--- config.mk ---
export PLATFORM = sky130hd
export DESIGN_NAME = rsqs_top
export DESIGN_NICKNAME = d
export VERILOG_FILES = /design/src/rtl/rsqs_pkg.sv /design/src/rtl/rsqs_strap_latch.sv /design/src/rtl/rsqs_top.sv
export SDC_FILE = /design/constraint.sdc
export NUM_CORES = 1
export LEC_CHECK = 0
export ABC_AREA = 1
export BUFFER_PORTS_ARGS = -buffer_cell sky130_fd_sc_hd__buf_2
export CORE_UTILIZATION = 40
export DETAILED_ROUTE_END_ITERATION = 10
export PLACE_DENSITY = 0.84
export SYNTH_ARGS = -nofsm -noshare
export SYNTH_HDL_FRONTEND = slang
export SYNTH_SLANG_ARGS = --single-unit
--- constraint.sdc ---
create_clock -name CORE_CLK_I -period 2.5 [get_ports CORE_CLK_I]
set_clock_uncertainty 0.1 [all_clocks]
set_input_delay 0.375 -clock CORE_CLK_I [delete_from_list [all_inputs] [get_ports CORE_CLK_I]]
set_output_delay 0.375 -clock CORE_CLK_I [all_outputs]
set_load 0.05 [all_outputs]
--- src/rtl/rsqs_pkg.sv ---
// shared constants and types for the reset strap and quick start control
package rsqs_pkg;
    localparam int RSQS_CFG_W = 32;
    localparam int RSQS_QS_BIT = 5;
    localparam logic [31:0] RSQS_CFG_RST = 32'h0000_0000;
    localparam int RSQS_STRAP_W = 32;
    localparam logic [31:0] RSQS_STRAP_RST = 32'h0000_0000;

    typedef enum logic [1:0]
    {
        RSQS_RUN,
        RSQS_STOP_GRANT,
        RSQS_QUICK_START
    } rsqs_state_type;

    typedef struct packed
    {
        logic bpri_snoop;
        logic sym_snoop;
        logic intr;
    } rsqs_req_type;
endpackage : rsqs_pkg

--- src/rtl/rsqs_strap_latch.sv ---
// strap capture register loaded once at reset release
`timescale 1ns/1ns
module rsqs_strap_latch
    import rsqs_pkg::*;
#(
    parameter int W = RSQS_STRAP_W
)
(
    input wire logic clk_i,
    input wire logic rst_i,
    input wire logic [W-1:0] strap_i,
    output logic [W-1:0] strap_o
);
    logic rst_d_r;

    always_ff @(posedge clk_i)
    begin
        rst_d_r <= rst_i;
    end

    // load only on the first edge after release, then frozen, through the next reset too, until the next release
    always_ff @(posedge clk_i)
    begin
        if (rst_d_r && !rst_i)
        begin
            strap_o <= strap_i;
        end
        else if (rst_i)
        begin
            strap_o <= strap_o;
        end
    end
endmodule : rsqs_strap_latch

--- src/rtl/rsqs_top.sv ---
// reset strap capture and stop clock low power state control
// Behaviour
// straps captured once per reset, at the edge where reset is released
// stop clock request without quick start selection enters stop grant
// strap held active at release makes stop clock enter quick start instead
// quick start still services priority agent snoops like stop grant
// quick start ignores snoops from symmetric bus masters
// quick start does not latch incoming interrupt requests
// latched quick start selection reads as bit five of configuration word
// quick start selection held constant until the next reset
`timescale 1ns/1ns
module rsqs_top
    import rsqs_pkg::*;
(
    input wire logic CORE_CLK_I,
    input wire logic SYS_RST_I,
    input wire logic STOP_CLOCK_REQUEST_N_I,
    input wire logic QUICK_START_STRAP_N_I,
    input wire logic BPRI_SNOOP_I,
    input wire logic SYM_SNOOP_I,
    input wire logic INTR_I,
    output logic [RSQS_CFG_W-1:0] CFG_WORD_O,
    output logic STOP_GRANT_O,
    output logic QUICK_START_O,
    output logic BPRI_SNOOP_ACK_O,
    output logic SYM_SNOOP_ACK_O,
    output logic INTR_PENDING_O
);
    logic [RSQS_STRAP_W-1:0] strap_vec;
    logic [RSQS_STRAP_W-1:0] strap_q;
    rsqs_state_type state_r;
    rsqs_state_type state_nxt;
    rsqs_req_type req;
    logic qs_en;
    logic intr_pend_r;
    logic bpri_ack_r;
    logic sym_ack_r;
    logic rst_d_r;

    // low power test shared by the exit and stay checks
    function automatic logic is_low_power(input rsqs_state_type st);
        return (st == RSQS_STOP_GRANT) || (st == RSQS_QUICK_START);
    endfunction : is_low_power

    always_comb
    begin
        strap_vec = RSQS_STRAP_RST;
        // strap pin is active low, stored as one for quick start
        strap_vec[RSQS_QS_BIT] = !QUICK_START_STRAP_N_I;
    end

    rsqs_strap_latch #(
        .W(RSQS_STRAP_W)
    ) u_latch (
        .clk_i(CORE_CLK_I),
        .rst_i(SYS_RST_I),
        .strap_i(strap_vec),
        .strap_o(strap_q)
    );

    // strap latch value is only trusted after release; during reset report zero
    always_ff @(posedge CORE_CLK_I)
    begin
        rst_d_r <= SYS_RST_I;
    end

    assign qs_en = strap_q[RSQS_QS_BIT] && !SYS_RST_I && !rst_d_r;

    always_comb
    begin
        CFG_WORD_O = RSQS_CFG_RST;
        CFG_WORD_O[RSQS_QS_BIT] = qs_en;
    end

    always_comb
    begin
        state_nxt = state_r;
        case (state_r)
            RSQS_RUN:
            begin
                if (!STOP_CLOCK_REQUEST_N_I)
                begin
                    state_nxt = qs_en ? RSQS_QUICK_START : RSQS_STOP_GRANT;
                end
            end
            RSQS_STOP_GRANT, RSQS_QUICK_START:
            begin
                if (STOP_CLOCK_REQUEST_N_I)
                begin
                    state_nxt = RSQS_RUN;
                end
            end
            default:
            begin
                state_nxt = RSQS_RUN;
            end
        endcase
    end

    always_ff @(posedge CORE_CLK_I)
    begin
        if (SYS_RST_I)
        begin
            state_r <= RSQS_RUN;
        end
        else
        begin
            state_r <= state_nxt;
        end
    end

    assign req = '{bpri_snoop: BPRI_SNOOP_I, sym_snoop: SYM_SNOOP_I, intr: INTR_I};

    // snoop answers registered one cycle after the request
    always_ff @(posedge CORE_CLK_I)
    begin
        if (SYS_RST_I)
        begin
            bpri_ack_r <= 1'b0;
            sym_ack_r <= 1'b0;
        end
        else
        begin
            bpri_ack_r <= req.bpri_snoop;
            sym_ack_r <= req.sym_snoop && (state_r != RSQS_QUICK_START);
        end
    end

    // pending interrupt is sticky until stop clock released in run; dropped in quick start
    always_ff @(posedge CORE_CLK_I)
    begin
        if (SYS_RST_I)
        begin
            intr_pend_r <= 1'b0;
        end
        else if (state_r == RSQS_QUICK_START)
        begin
            intr_pend_r <= 1'b0;
        end
        else if (req.intr)
        begin
            intr_pend_r <= 1'b1;
        end
        else if (state_r == RSQS_RUN)
        begin
            intr_pend_r <= 1'b0;
        end
    end

    assign STOP_GRANT_O = (state_r == RSQS_STOP_GRANT);
    assign QUICK_START_O = (state_r == RSQS_QUICK_START);
    assign BPRI_SNOOP_ACK_O = bpri_ack_r;
    assign SYM_SNOOP_ACK_O = sym_ack_r;
    assign INTR_PENDING_O = intr_pend_r;

    // state entry, stay and exit
    sg_entry_a: assert property (@(posedge CORE_CLK_I) disable iff (SYS_RST_I)
        (state_r == RSQS_RUN && !STOP_CLOCK_REQUEST_N_I && !qs_en) |=> STOP_GRANT_O)
        else $error("stop grant not entered");
    qs_entry_a: assert property (@(posedge CORE_CLK_I) disable iff (SYS_RST_I)
        (state_r == RSQS_RUN && !STOP_CLOCK_REQUEST_N_I && qs_en) |=> QUICK_START_O)
        else $error("quick start not entered");
    sg_stay_a: assert property (@(posedge CORE_CLK_I) disable iff (SYS_RST_I)
        STOP_GRANT_O && !STOP_CLOCK_REQUEST_N_I |=> STOP_GRANT_O)
        else $error("stop grant left while requested");
    qs_stay_a: assert property (@(posedge CORE_CLK_I) disable iff (SYS_RST_I)
        QUICK_START_O && !STOP_CLOCK_REQUEST_N_I |=> QUICK_START_O)
        else $error("quick start left while requested");
    lp_exit_a: assert property (@(posedge CORE_CLK_I) disable iff (SYS_RST_I)
        is_low_power(state_r) && STOP_CLOCK_REQUEST_N_I |=> state_r == RSQS_RUN)
        else $error("low power not left on release");
    run_stay_a: assert property (@(posedge CORE_CLK_I) disable iff (SYS_RST_I)
        state_r == RSQS_RUN && STOP_CLOCK_REQUEST_N_I |=> !is_low_power(state_r))
        else $error("low power entered without request");

    // snoops and interrupts in each state
    bpri_snoop_a: assert property (@(posedge CORE_CLK_I) disable iff (SYS_RST_I)
        BPRI_SNOOP_I |=> BPRI_SNOOP_ACK_O)
        else $error("priority snoop not serviced");
    sym_snoop_a: assert property (@(posedge CORE_CLK_I) disable iff (SYS_RST_I)
        QUICK_START_O |=> !SYM_SNOOP_ACK_O)
        else $error("symmetric snoop answered in quick start");
    sym_run_a: assert property (@(posedge CORE_CLK_I) disable iff (SYS_RST_I)
        SYM_SNOOP_I && !QUICK_START_O |=> SYM_SNOOP_ACK_O)
        else $error("symmetric snoop not answered outside quick start");
    intr_drop_a: assert property (@(posedge CORE_CLK_I) disable iff (SYS_RST_I)
        QUICK_START_O |=> !INTR_PENDING_O)
        else $error("interrupt latched in quick start");
    intr_latch_a: assert property (@(posedge CORE_CLK_I) disable iff (SYS_RST_I)
        INTR_I && !QUICK_START_O |=> INTR_PENDING_O)
        else $error("interrupt not latched outside quick start");
    pend_hold_a: assert property (@(posedge CORE_CLK_I) disable iff (SYS_RST_I)
        STOP_GRANT_O && INTR_PENDING_O |=> INTR_PENDING_O)
        else $error("pending interrupt lost in stop grant");

    // strap capture and configuration word; the latch is checked too, not only its decode
    cfg_bit_a: assert property (@(posedge CORE_CLK_I) disable iff (SYS_RST_I)
        CFG_WORD_O[RSQS_QS_BIT] == qs_en && (CFG_WORD_O & ~(32'h1 << RSQS_QS_BIT)) == 32'h0)
        else $error("configuration word wrong");
    cfg_rst_a: assert property (@(posedge CORE_CLK_I)
        SYS_RST_I |-> CFG_WORD_O == RSQS_CFG_RST)
        else $error("configuration word not clear in reset");
    cfg_cap_a: assert property (@(posedge CORE_CLK_I) disable iff (SYS_RST_I)
        (rst_d_r && !SYS_RST_I && !QUICK_START_STRAP_N_I) |=> CFG_WORD_O[RSQS_QS_BIT])
        else $error("active strap not reported after release");
    qs_hold_a: assert property (@(posedge CORE_CLK_I) disable iff (SYS_RST_I)
        !rst_d_r |=> $stable(qs_en))
        else $error("quick start selection changed");
    strap_freeze_a: assert property (@(posedge CORE_CLK_I) disable iff (SYS_RST_I)
        !rst_d_r |=> $stable(strap_q))
        else $error("strap latch changed after capture");
    strap_cap_a: assert property (@(posedge CORE_CLK_I)
        (rst_d_r && !SYS_RST_I) |=> strap_q[RSQS_QS_BIT] == !$past(QUICK_START_STRAP_N_I))
        else $error("strap not captured at release");

    // covers for the main scenarios
    qs_seen_c: cover property (@(posedge CORE_CLK_I) disable iff (SYS_RST_I) QUICK_START_O);
    sg_seen_c: cover property (@(posedge CORE_CLK_I) disable iff (SYS_RST_I) STOP_GRANT_O);
    qs_snoop_c: cover property (@(posedge CORE_CLK_I) disable iff (SYS_RST_I) QUICK_START_O && BPRI_SNOOP_I);
    qs_intr_c: cover property (@(posedge CORE_CLK_I) disable iff (SYS_RST_I) QUICK_START_O && INTR_I);
    sg_exit_c: cover property (@(posedge CORE_CLK_I) disable iff (SYS_RST_I) STOP_GRANT_O && STOP_CLOCK_REQUEST_N_I);
endmodule : rsqs_top

Word-level counts from Yosys, hierarchy flattened:

Index checks and enable logic that the tools add are counted.

* flip-flop bits (word level): 7
* bits in writable memories: 0
* memories kept: 0
* bits of input ports: 7
* bits in read-only memories: 0
* latch bits: 0
* word-level logic and storage cells: 29

* muxes and demuxes: 6
* shift-type cells: 0
* equal/unequal tests: 5
* reduce and logical (&&, ||, !) cells: 12
* add/subtract/negate cells: 0
* $lt $le $gt $ge: 0
* divide/modulo/power cells: 0
* multipliers: 0
* bitwise gates (word level): 0

Operator list (count)
* $mux W2: 3
* $ne A2 B2 Y1 const B: 3
* $logic_and A1 B1 Y1: 4
* $pmux W2 S2: 1
* $reduce_or A2 Y1: 2
* $logic_not A1 Y1: 3
* $eq A2 B1 Y1 const B: 1
* $eq A2 B2 Y1 const B: 1
* $logic_not A2 Y1: 1
* $mux W1: 2
* $reduce_and A2 Y1: 1
* $reduce_bool A2 Y1: 1

Depth between registers and ports, before layout:

Gate-level depths: netlist of run 1.

* depth in word-level cells: 6
* depth in mapped cells: 6
* gate-level depth less buffers: 6

Modules after synthesis:

Synthesis of run 1 repeated with hierarchy kept, for this count alone.

* cells, all modules: 103
* area total of the unflattened synthesis: 1522.7 µm²

By module, submodules not included
* rsqs_strap_latch: instances 1, cells an instance 35, area each 991.0 µm², seq. area each 980.9 µm²
* rsqs_top: instances 1, cells an instance 68, area each 531.8 µm², seq. area each 120.1 µm²

Worst setup path before layout of run 1:

Ideal clock, no wire load.

* path type: reg-to-reg
* start: register state_r[0]
* end: register intr_pend_r, in the netlist INTR_PENDING_O
* buffers on the path: 0
* arrival: 1.151 ns
* stages on the path, launching flop included: 5
* data required time: 2.335 ns
* period minus slack after synthesis: 1.316 ns
* path slack: 1.184 ns
* path through: dfxtp_1 -> inv_1 -> ha_1 -> or2_1 -> nor2_1

* word-level cells in the longest chain between the ends: 2
* elaborated cells between the ends (all ways): 4
* those cells by class: eq/ne: 1; reduce/logical: 3

Ends and longest elaborated chain
* start, declared: RTL line rsqs_top.sv:31 `rsqs_state_type state_r;`
* start signal, assigned: RTL line rsqs_top.sv:108 `state_r <= state_nxt;`
* $eq A2 B2 Y1
* net QUICK_START_O: RTL line rsqs_top.sv:24 `output logic QUICK_START_O,`
* $reduce_or A2 Y1 (no source line)
* end signal, assigned: RTL line rsqs_top.sv:134 `intr_pend_r <= 1'b0;`
* end signal, assigned: RTL line rsqs_top.sv:138 `intr_pend_r <= 1'b0;`
* end signal, assigned: RTL line rsqs_top.sv:142 `intr_pend_r <= 1'b1;`
* end, declared: RTL line rsqs_top.sv:35 `logic intr_pend_r;`

The timed path passes the listed nets, and every way through them passes these cells.
A chain may end at the register's enable or synchronous reset.

Final worst setup path of run 1:

* start: register state_r[0]
* end: output QUICK_START_O

* word-level cells in the longest chain between the ends: 1

Ends and longest elaborated chain
* $eq A2 B2 Y1: RTL line rsqs_top.sv:151 `assign QUICK_START_O = (state_r == RSQS_QUICK_START);`
* end, declared: RTL line rsqs_top.sv:24

Every way passes these cells.

==> impl_metrics.json, run 1 <==
{
  "rows": 12,
  "cts_setup_buffers": 0,
  "hold_viol_final": 0,
  "p_clk_frac": 0.259,
  "dr.pass1.iters": 4,
  "seqPwrFrac": 0.326,
  "num_vias": 353,
  "antenna_found_initial": 0,
  "worst_hold_path_type": "in2reg",
  "hpwl_microns": 573,
  "cts_buffer_depth": 2,
  "crit_arrival_ps": 1090,
  "irDropWorstVdd_uv": 287,
  "die_w_microns": 38.8,
  "grt_max_degree": 8,
  "num_antenna_cells": 0,
  "port_buffers": 12,
  "final_nets": 95,
  "ant_nets": 0,
  "start_kind": "register",
  "drt-vias-per-instance": 3.60,
  "worstReg2RegStart": "state_r[0]$_SDFFE_PP0P_",
  "utilization": 0.438,
  "slew_violations": 0,
  "drc": 0,
  "p_leak_uw": 0.000327,
  "ys_ff_latch": 7,
  "syn_to_final_growth_pct": -4.38,
  "grt_pass1_wl_microns": 862,
  "ff2ff_path_depth": 5,
  "cts_made_buffers": 3,
  "clkLatencyLatePin_ps": 250,
  "grt_pass1_vias": 235,
  "timing.rr.end": "state_r[0]$_SDFFE_PP0P_",
  "hp-start": "SYS_RST_I",
  "min_to": "rst_d_r$_DFF_P_",
  "slowest_delay_ps": 360,
  "gp_congestion": 0.799,
  "maxCapViolations": 0,
  "period_needed_ps": 1560,
  "p_comb_frac": 0.415,
  "synth_area_sq_um": 543,
  "cts_num_sinks": 7,
  "wl_microns": 642,
  "yosysTopAreaCellShare": 0.442,
  "cp_max_fo": 3,
  "switching_share": 0.480,
  "start_util": 0.458,
  "ys_top_cells_by_area": "buf_4 44%, dfxtp_1 22%, ha_1 6.9%, inv_1 6.2%, edfxtp_1 5.5%",
  "end_kind": "primary output",
  "drive_above_1_share": 0.179,
  "grt_usage": 0.0936,
  "p_int_uw": 199,
  "synth.distinct_cells": 11,
  "ctsHoldBuffers": 0,
  "die_h_microns": 38.8,
  "clk_pin_slew_worst_paths_ps": 50,
  "initialDrtViolationCount": 5,
  "num-fill-cells": 136,
  "regToRegSetupSlack_ps": 1190,
  "max_freq_mhz": 640,
  "seq_area_frac_synth": 0.276,
  "path_buf_inv": 2,
  "path_class": "reg2out",
  "yosysWarningCount": 0,
  "clock-root-buffer": "clkbuf_4",
  "path_cells": "inv_1, ha_1, buf_2",
  "final_common_cell": "conb_1",
  "layout_common_cells": "31 x conb_1, 12 x buf_2, 9 x inv_1, 7 x nor2_1, 6 x dfxtp_1",
  "status": "finished, final reports clean",
  "core-area_sq_um": 1190,
  "cts_resized": 0,
  "synth.largest_area_cell": "buf_4",
  "synth.avg_cell_area_sq_um": 7.76,
  "post-route-period-util": 0.625,
  "wl_per_cell_microns": 6.55,
  "cp.required_ps": 2030,
  "cts_tree": "built",
  "pin_count": 44,
  "p_sw_uw": 184,
  "min_path_cells": 1,
  "die-area_sq_um": 1510,
  "setup_violations": 0,
  "cp_slowest_cell": "dfxtp_1",
  "p_per_area_nw_per_um2": 737,
  "synthCells": 70,
  "crit_family": "flip-flops",
  "rsz0062_at_grt": "false",
  "htreeDepth": 1,
  "overflow": 0,
  "finalSetupTns_ps": 0
}
## per-stage QoR
step           worst slack, ps  instance area [sq um]  instances  total power (uW)  hold slack (ps)
2_1_floorplan             1180                    656        100               309              303
6_report                   937                    519         98               383              209
3_3_place_gp              1110                    493         94               284              363
4_1_cts                    928                    519         98               388              204
3_5_place_dp              1110                    493         94               285              370
5_1_grt                    889                    519         98               408              208
## layout make-up
class                      count  area (sq um)  area share
timing repair buffer          12          60.1       0.116
inverter                       9          33.8      0.0651
clock buffer                   4          26.3      0.0506
multi-input combinational     52           231       0.446
tap                           14          17.5      0.0337
sequential                     7           150       0.289
## cells in the mapped netlist, drive strengths merged
library cell  number
nand3              4
inv                9
a21oi              2
dfxtp              6
or2                1
nand2              4
ha                 3
buf               32
nor2               7
edfxtp             1
conb               1
## worst max-delay path by stage
stage                                  startpoint                           to  depth (start not counted)
after floorplan           state_r[0]$_SDFFE_PP0P_  INTR_PENDING_O$_SDFFE_PP0P_                          4
after global placement                  SYS_RST_I                CFG_WORD_O[5]                          3
after detailed placement                SYS_RST_I                CFG_WORD_O[5]                          3
after CTS                 state_r[0]$_SDFFE_PP0P_                QUICK_START_O                          3
after global routing      state_r[0]$_SDFFE_PP0P_                QUICK_START_O                          3
final                     state_r[0]$_SDFFE_PP0P_                QUICK_START_O                          3
## registers in the layout (all words and copies together), names as in the netlist
name / flops
SYM_SNOOP_ACK_O: 1
rst_d_r: 1
u_latch.strap_o: 1
INTR_PENDING_O: 1
BPRI_SNOOP_ACK_O: 1
state_r: 2
## layer usage
metal  global-route usage  vias to the layer above  routed length [microns]
met5                    0                        -                        0
met4               0.0517                        0                        8
met2                0.142                       29                      323
li1                     -                      173                        -
met1               0.0810                      148                      218
met3               0.0867                        3                       92
## cell families after synthesis
logic type	after synthesis	share of synthesized area
compound gates	2	0.0184
fa+ha+maj	3	0.0691
buf+inv	41	0.505
flops	7	0.277
other cells	1	0.00691
simple gates	16	0.124
## power by group through the flow
stage	Sequential (uW)	Clock (uW)	Combinational (uW)
floorplan	137	0	172
detailed placement	127	0	158
CTS	125	105	159
finish	125	99.2	159
global placement	127	0	157
global route	125	115	168
Note: power is estimated with default switching activity, not from simulation.
==> run 2: changes to the inputs <==
--- a/config.mk
+++ b/config.mk
@@ -5,11 +5,11 @@
 export SDC_FILE = /design/constraint.sdc
 export NUM_CORES = 1
 export LEC_CHECK = 0
-export ABC_AREA = 1
+export ABC_AREA = 0
 export BUFFER_PORTS_ARGS = -buffer_cell sky130_fd_sc_hd__buf_2
-export CORE_UTILIZATION = 40
+export CORE_UTILIZATION = 37
 export DETAILED_ROUTE_END_ITERATION = 10
-export PLACE_DENSITY = 0.84
+export PLACE_DENSITY = 0.78
 export SYNTH_ARGS = -nofsm -noshare
 export SYNTH_HDL_FRONTEND = slang
 export SYNTH_SLANG_ARGS = --single-unit
==> constraint.sdc (replaced) <==
create_clock -name CORE_CLK_I -period 1.48 [get_ports CORE_CLK_I]
set_clock_uncertainty 0.1 [all_clocks]
set_input_delay 0.222 -clock CORE_CLK_I [delete_from_list [all_inputs] [get_ports CORE_CLK_I]]
set_output_delay 0.222 -clock CORE_CLK_I [all_outputs]
set_load 0.05 [all_outputs]
==> run 2 against run 1 <==
The flow now finishes with violations (setup timing). Cell area rose by 10%. Routed wire length is 3.4% higher. Via count down 7.9%. Clock power increased by 77%. Non-clock buffer count up 2. Clock-buffer cell count did not move. First-iteration DRC count shrank 80%. Critical endpoint is now CFG_WORD_O[5]. Largest cell class unchanged. Largest power group unchanged. Highest routed layer unchanged.
==> impl_metrics.json, run 2 <==
{
  "status": "complete, but fails checks",
  "violations": "setup timing",
  "p_int_uw": 365,
  "wl_per_cell_microns": 7.30,
  "yosysWarningCount": 0,
  "cts_buffer_depth": 2,
  "ys_ff_latch": 7,
  "worst_hold_path_type": "in2reg",
  "path_class": "reg2out",
  "synth.distinct_cells": 16,
  "drt-vias-per-instance": 3.57,
  "seq_area_frac_synth": 0.273,
  "num-fill-cells": 142,
  "port_buffers": 12,
  "rsz0062_at_grt": "true",
  "irDropWorstVdd_uv": 470,
  "critPathLaunch": "u_latch.strap_o[5]$_DFFE_PP_",
  "start_util": 0.408,
  "seqPwrFrac": 0.306,
  "die_h_microns": 40.6,
  "postPlaceCellArea_sq_um": 517,
  "antenna_found_initial": 0,
  "final_common_cell": "conb_1",
  "core-area_sq_um": 1350,
  "cts_num_sinks": 7,
  "min_path_cells": 2,
  "maxCapViolations": 0,
  "period_needed_ps": 1500,
  "die-area_sq_um": 1650,
  "max_freq_mhz": 667,
  "grtUsageMet2": 0.131,
  "synthCells": 60,
  "cp.required_ps": 1160,
  "hp-start": "SYM_SNOOP_I",
  "layout_common_cells": "31 x conb_1, 10 x buf_2, 6 x dfxtp_1, 4 x clkbuf_4",
  "synth_area_sq_um": 551,
  "yosys_most_used_dff": "dfxtp_1",
  "die_w_microns": 40.6,
  "end_kind": "primary output",
  "yosys-top-cells-count": "32 x buf_4, 6 x dfxtp_1, 4 x inv_1",
  "synth_edf_count": 1,
  "finalSetupTns_ps": -19.0,
  "gp_congestion": 0.593,
  "crit_arrival_ps": 1180,
  "cts_made_buffers": 3,
  "worst_slack_ps": -19.0,
  "cts_tree": "built",
  "p_sw_uw": 326,
  "ff2ff_path_depth": 4,
  "synth.largest_area_cell": "buf_4",
  "clock-root-buffer": "clkbuf_4",
  "use_met3": 0.0333,
  "drive_above_1_share": 0.303,
  "wl_microns": 664,
  "grt_max_degree": 8,
  "htreeDepth": 1,
  "yosysTopAreaCellShare": 0.436,
  "dr.pass1.iters": 2,
  "ant_nets": 0,
  "ctsHoldBuffers": 0,
  "p_leak_uw": 0.000315,
  "rows": 13,
  "dp_slack_ps": 23.2,
  "synth.most_common_cell": "buf_4",
  "path_cells": "or3b_4, inv_2, buf_8",
  "hpwl_microns": 516,
  "grt-busiest-layer": "met2",
  "synth.avg_cell_area_sq_um": 9.18,
  "regToRegSetupSlack_ps": 60,
  "synth-async-reset-ratio": 0,
  "clkLatencyLatePin_ps": 250,
  "pin_count": 44,
  "slowest_delay_ps": 390,
  "timing.rr.end": "state_r[0]$_SDFFE_PP0P_",
  "grt_usage": 0.0855,
  "grt_pass1_vias": 217,
  "num_vias": 325,
  "min_to": "SYM_SNOOP_ACK_O$_SDFF_PP0_",
  "p_per_area_nw_per_um2": 1210,
  "p_clk_frac": 0.255,
  "start_kind": "register",
  "final_nets": 87,
  "largest_reg_flops": 2,
  "overflow": 0,
  "top_register": "state_r",
  "hold_viol_final": 0,
  "worstReg2RegStart": "state_r[1]$_SDFFE_PP0P_",
  "p_comb_frac": 0.439,
  "num_antenna_cells": 0,
  "syn_to_final_growth_pct": 4.09,
  "ys_top_cells_by_area": "buf_4 44%, dfxtp_1 22%, ha_1 6.8%, edfxtp_1 5.5%, nor2b_1 3.4%",
  "grt_pass1_wl_microns": 876,
  "post-route-period-util": 1.01,
  "setup_violations": 1,
  "final_area_sq_um": 573,
  "slew_violations": 0,
  "cp_max_fo": 2,
  "initialDrtViolationCount": 1,
  "switching_share": 0.472,
  "cp_slowest_cell": "or3b_4",
  "drc": 0,
  "met1_usage": 0.0997,
  "clk_pin_slew_worst_paths_ps": 50
}
[run 2: worst max path at each step]
stage / to / cells after the start
finish: CFG_WORD_O[5] / 3
global route: CFG_WORD_O[5] / 3
floorplan: state_r[0]$_SDFFE_PP0P_ / 4
CTS: CFG_WORD_O[5] / 3
detailed placement: state_r[0]$_SDFFE_PP0P_ / 4
global placement: state_r[0]$_SDFFE_PP0P_ / 4
[run 2: per-stage QoR]
| stage | hold WS (ps) | std cells | utilization | power [uW] |
|---|---|---|---|---|
| after floorplan | 150 | 90 | - | 533 |
| after global placement | 322 | 87 | 0.383 | 495 |
| after detailed placement | 325 | 87 | 0.383 | 498 |
| after CTS | 56.9 | 91 | 0.411 | 682 |
| after global routing | 68.1 | 91 | 0.424 | 733 |
| final | 64.1 | 91 | 0.424 | 691 |
[run 2: routing by layer]
metal	up-vias	wire length, microns
li1	157	-
met1	136	250
met2	30	339
met3	2	64
met4	0	9
met5	-	0
[run 2: power by group through the flow]
stage	clock [uW]	combinational, uW	sequential, uW
3_5_place_dp	0	284	215
3_3_place_gp	0	281	214
5_1_grt	198	323	212
4_1_cts	184	288	211
2_1_floorplan	0	299	233
6_report	176	303	211
[run 2: cell families after synthesis]
family | after synthesis | synth area share
buffers and inverters | 36 | 0.464
AND/OR/NAND/NOR | 9 | 0.111
flip-flops | 7 | 0.273
AO/OA/AOI/OAI | 3 | 0.0591
adder cells (fa/ha/maj) | 3 | 0.0682
multiplexers | 1 | 0.0182
other | 1 | 0.00681
[run 2: area by class of cell]
cell class	count	area (sq um)	share of cell area
Timing Repair Buffer	14	87.6	0.153
Tap cell	15	18.8	0.0328
Multi-Input combinational cell	47	275	0.480
Sequential cell	7	150	0.262
Inverter	4	15.0	0.0262
Clock buffer	4	26.3	0.0459
[run 2: what timing repair did]
| item | CTS | global route |
|---|---|---|
| hold endpoints to repair | 0 | 0 |
| setup endpoints to repair | 1 | 3 |
| pin swaps | 0 | 0 |
| gates resized for setup | 5 | 3 |
| setup buffers | 0 | 0 |
[run 2: worst max-delay path: cells and delay by family, from the launching register on]
family | cells | cell delay, ps
and+or+nand+nor | 1 | 390
buffers and inverters | 2 | 200
DFF | 1 | 330
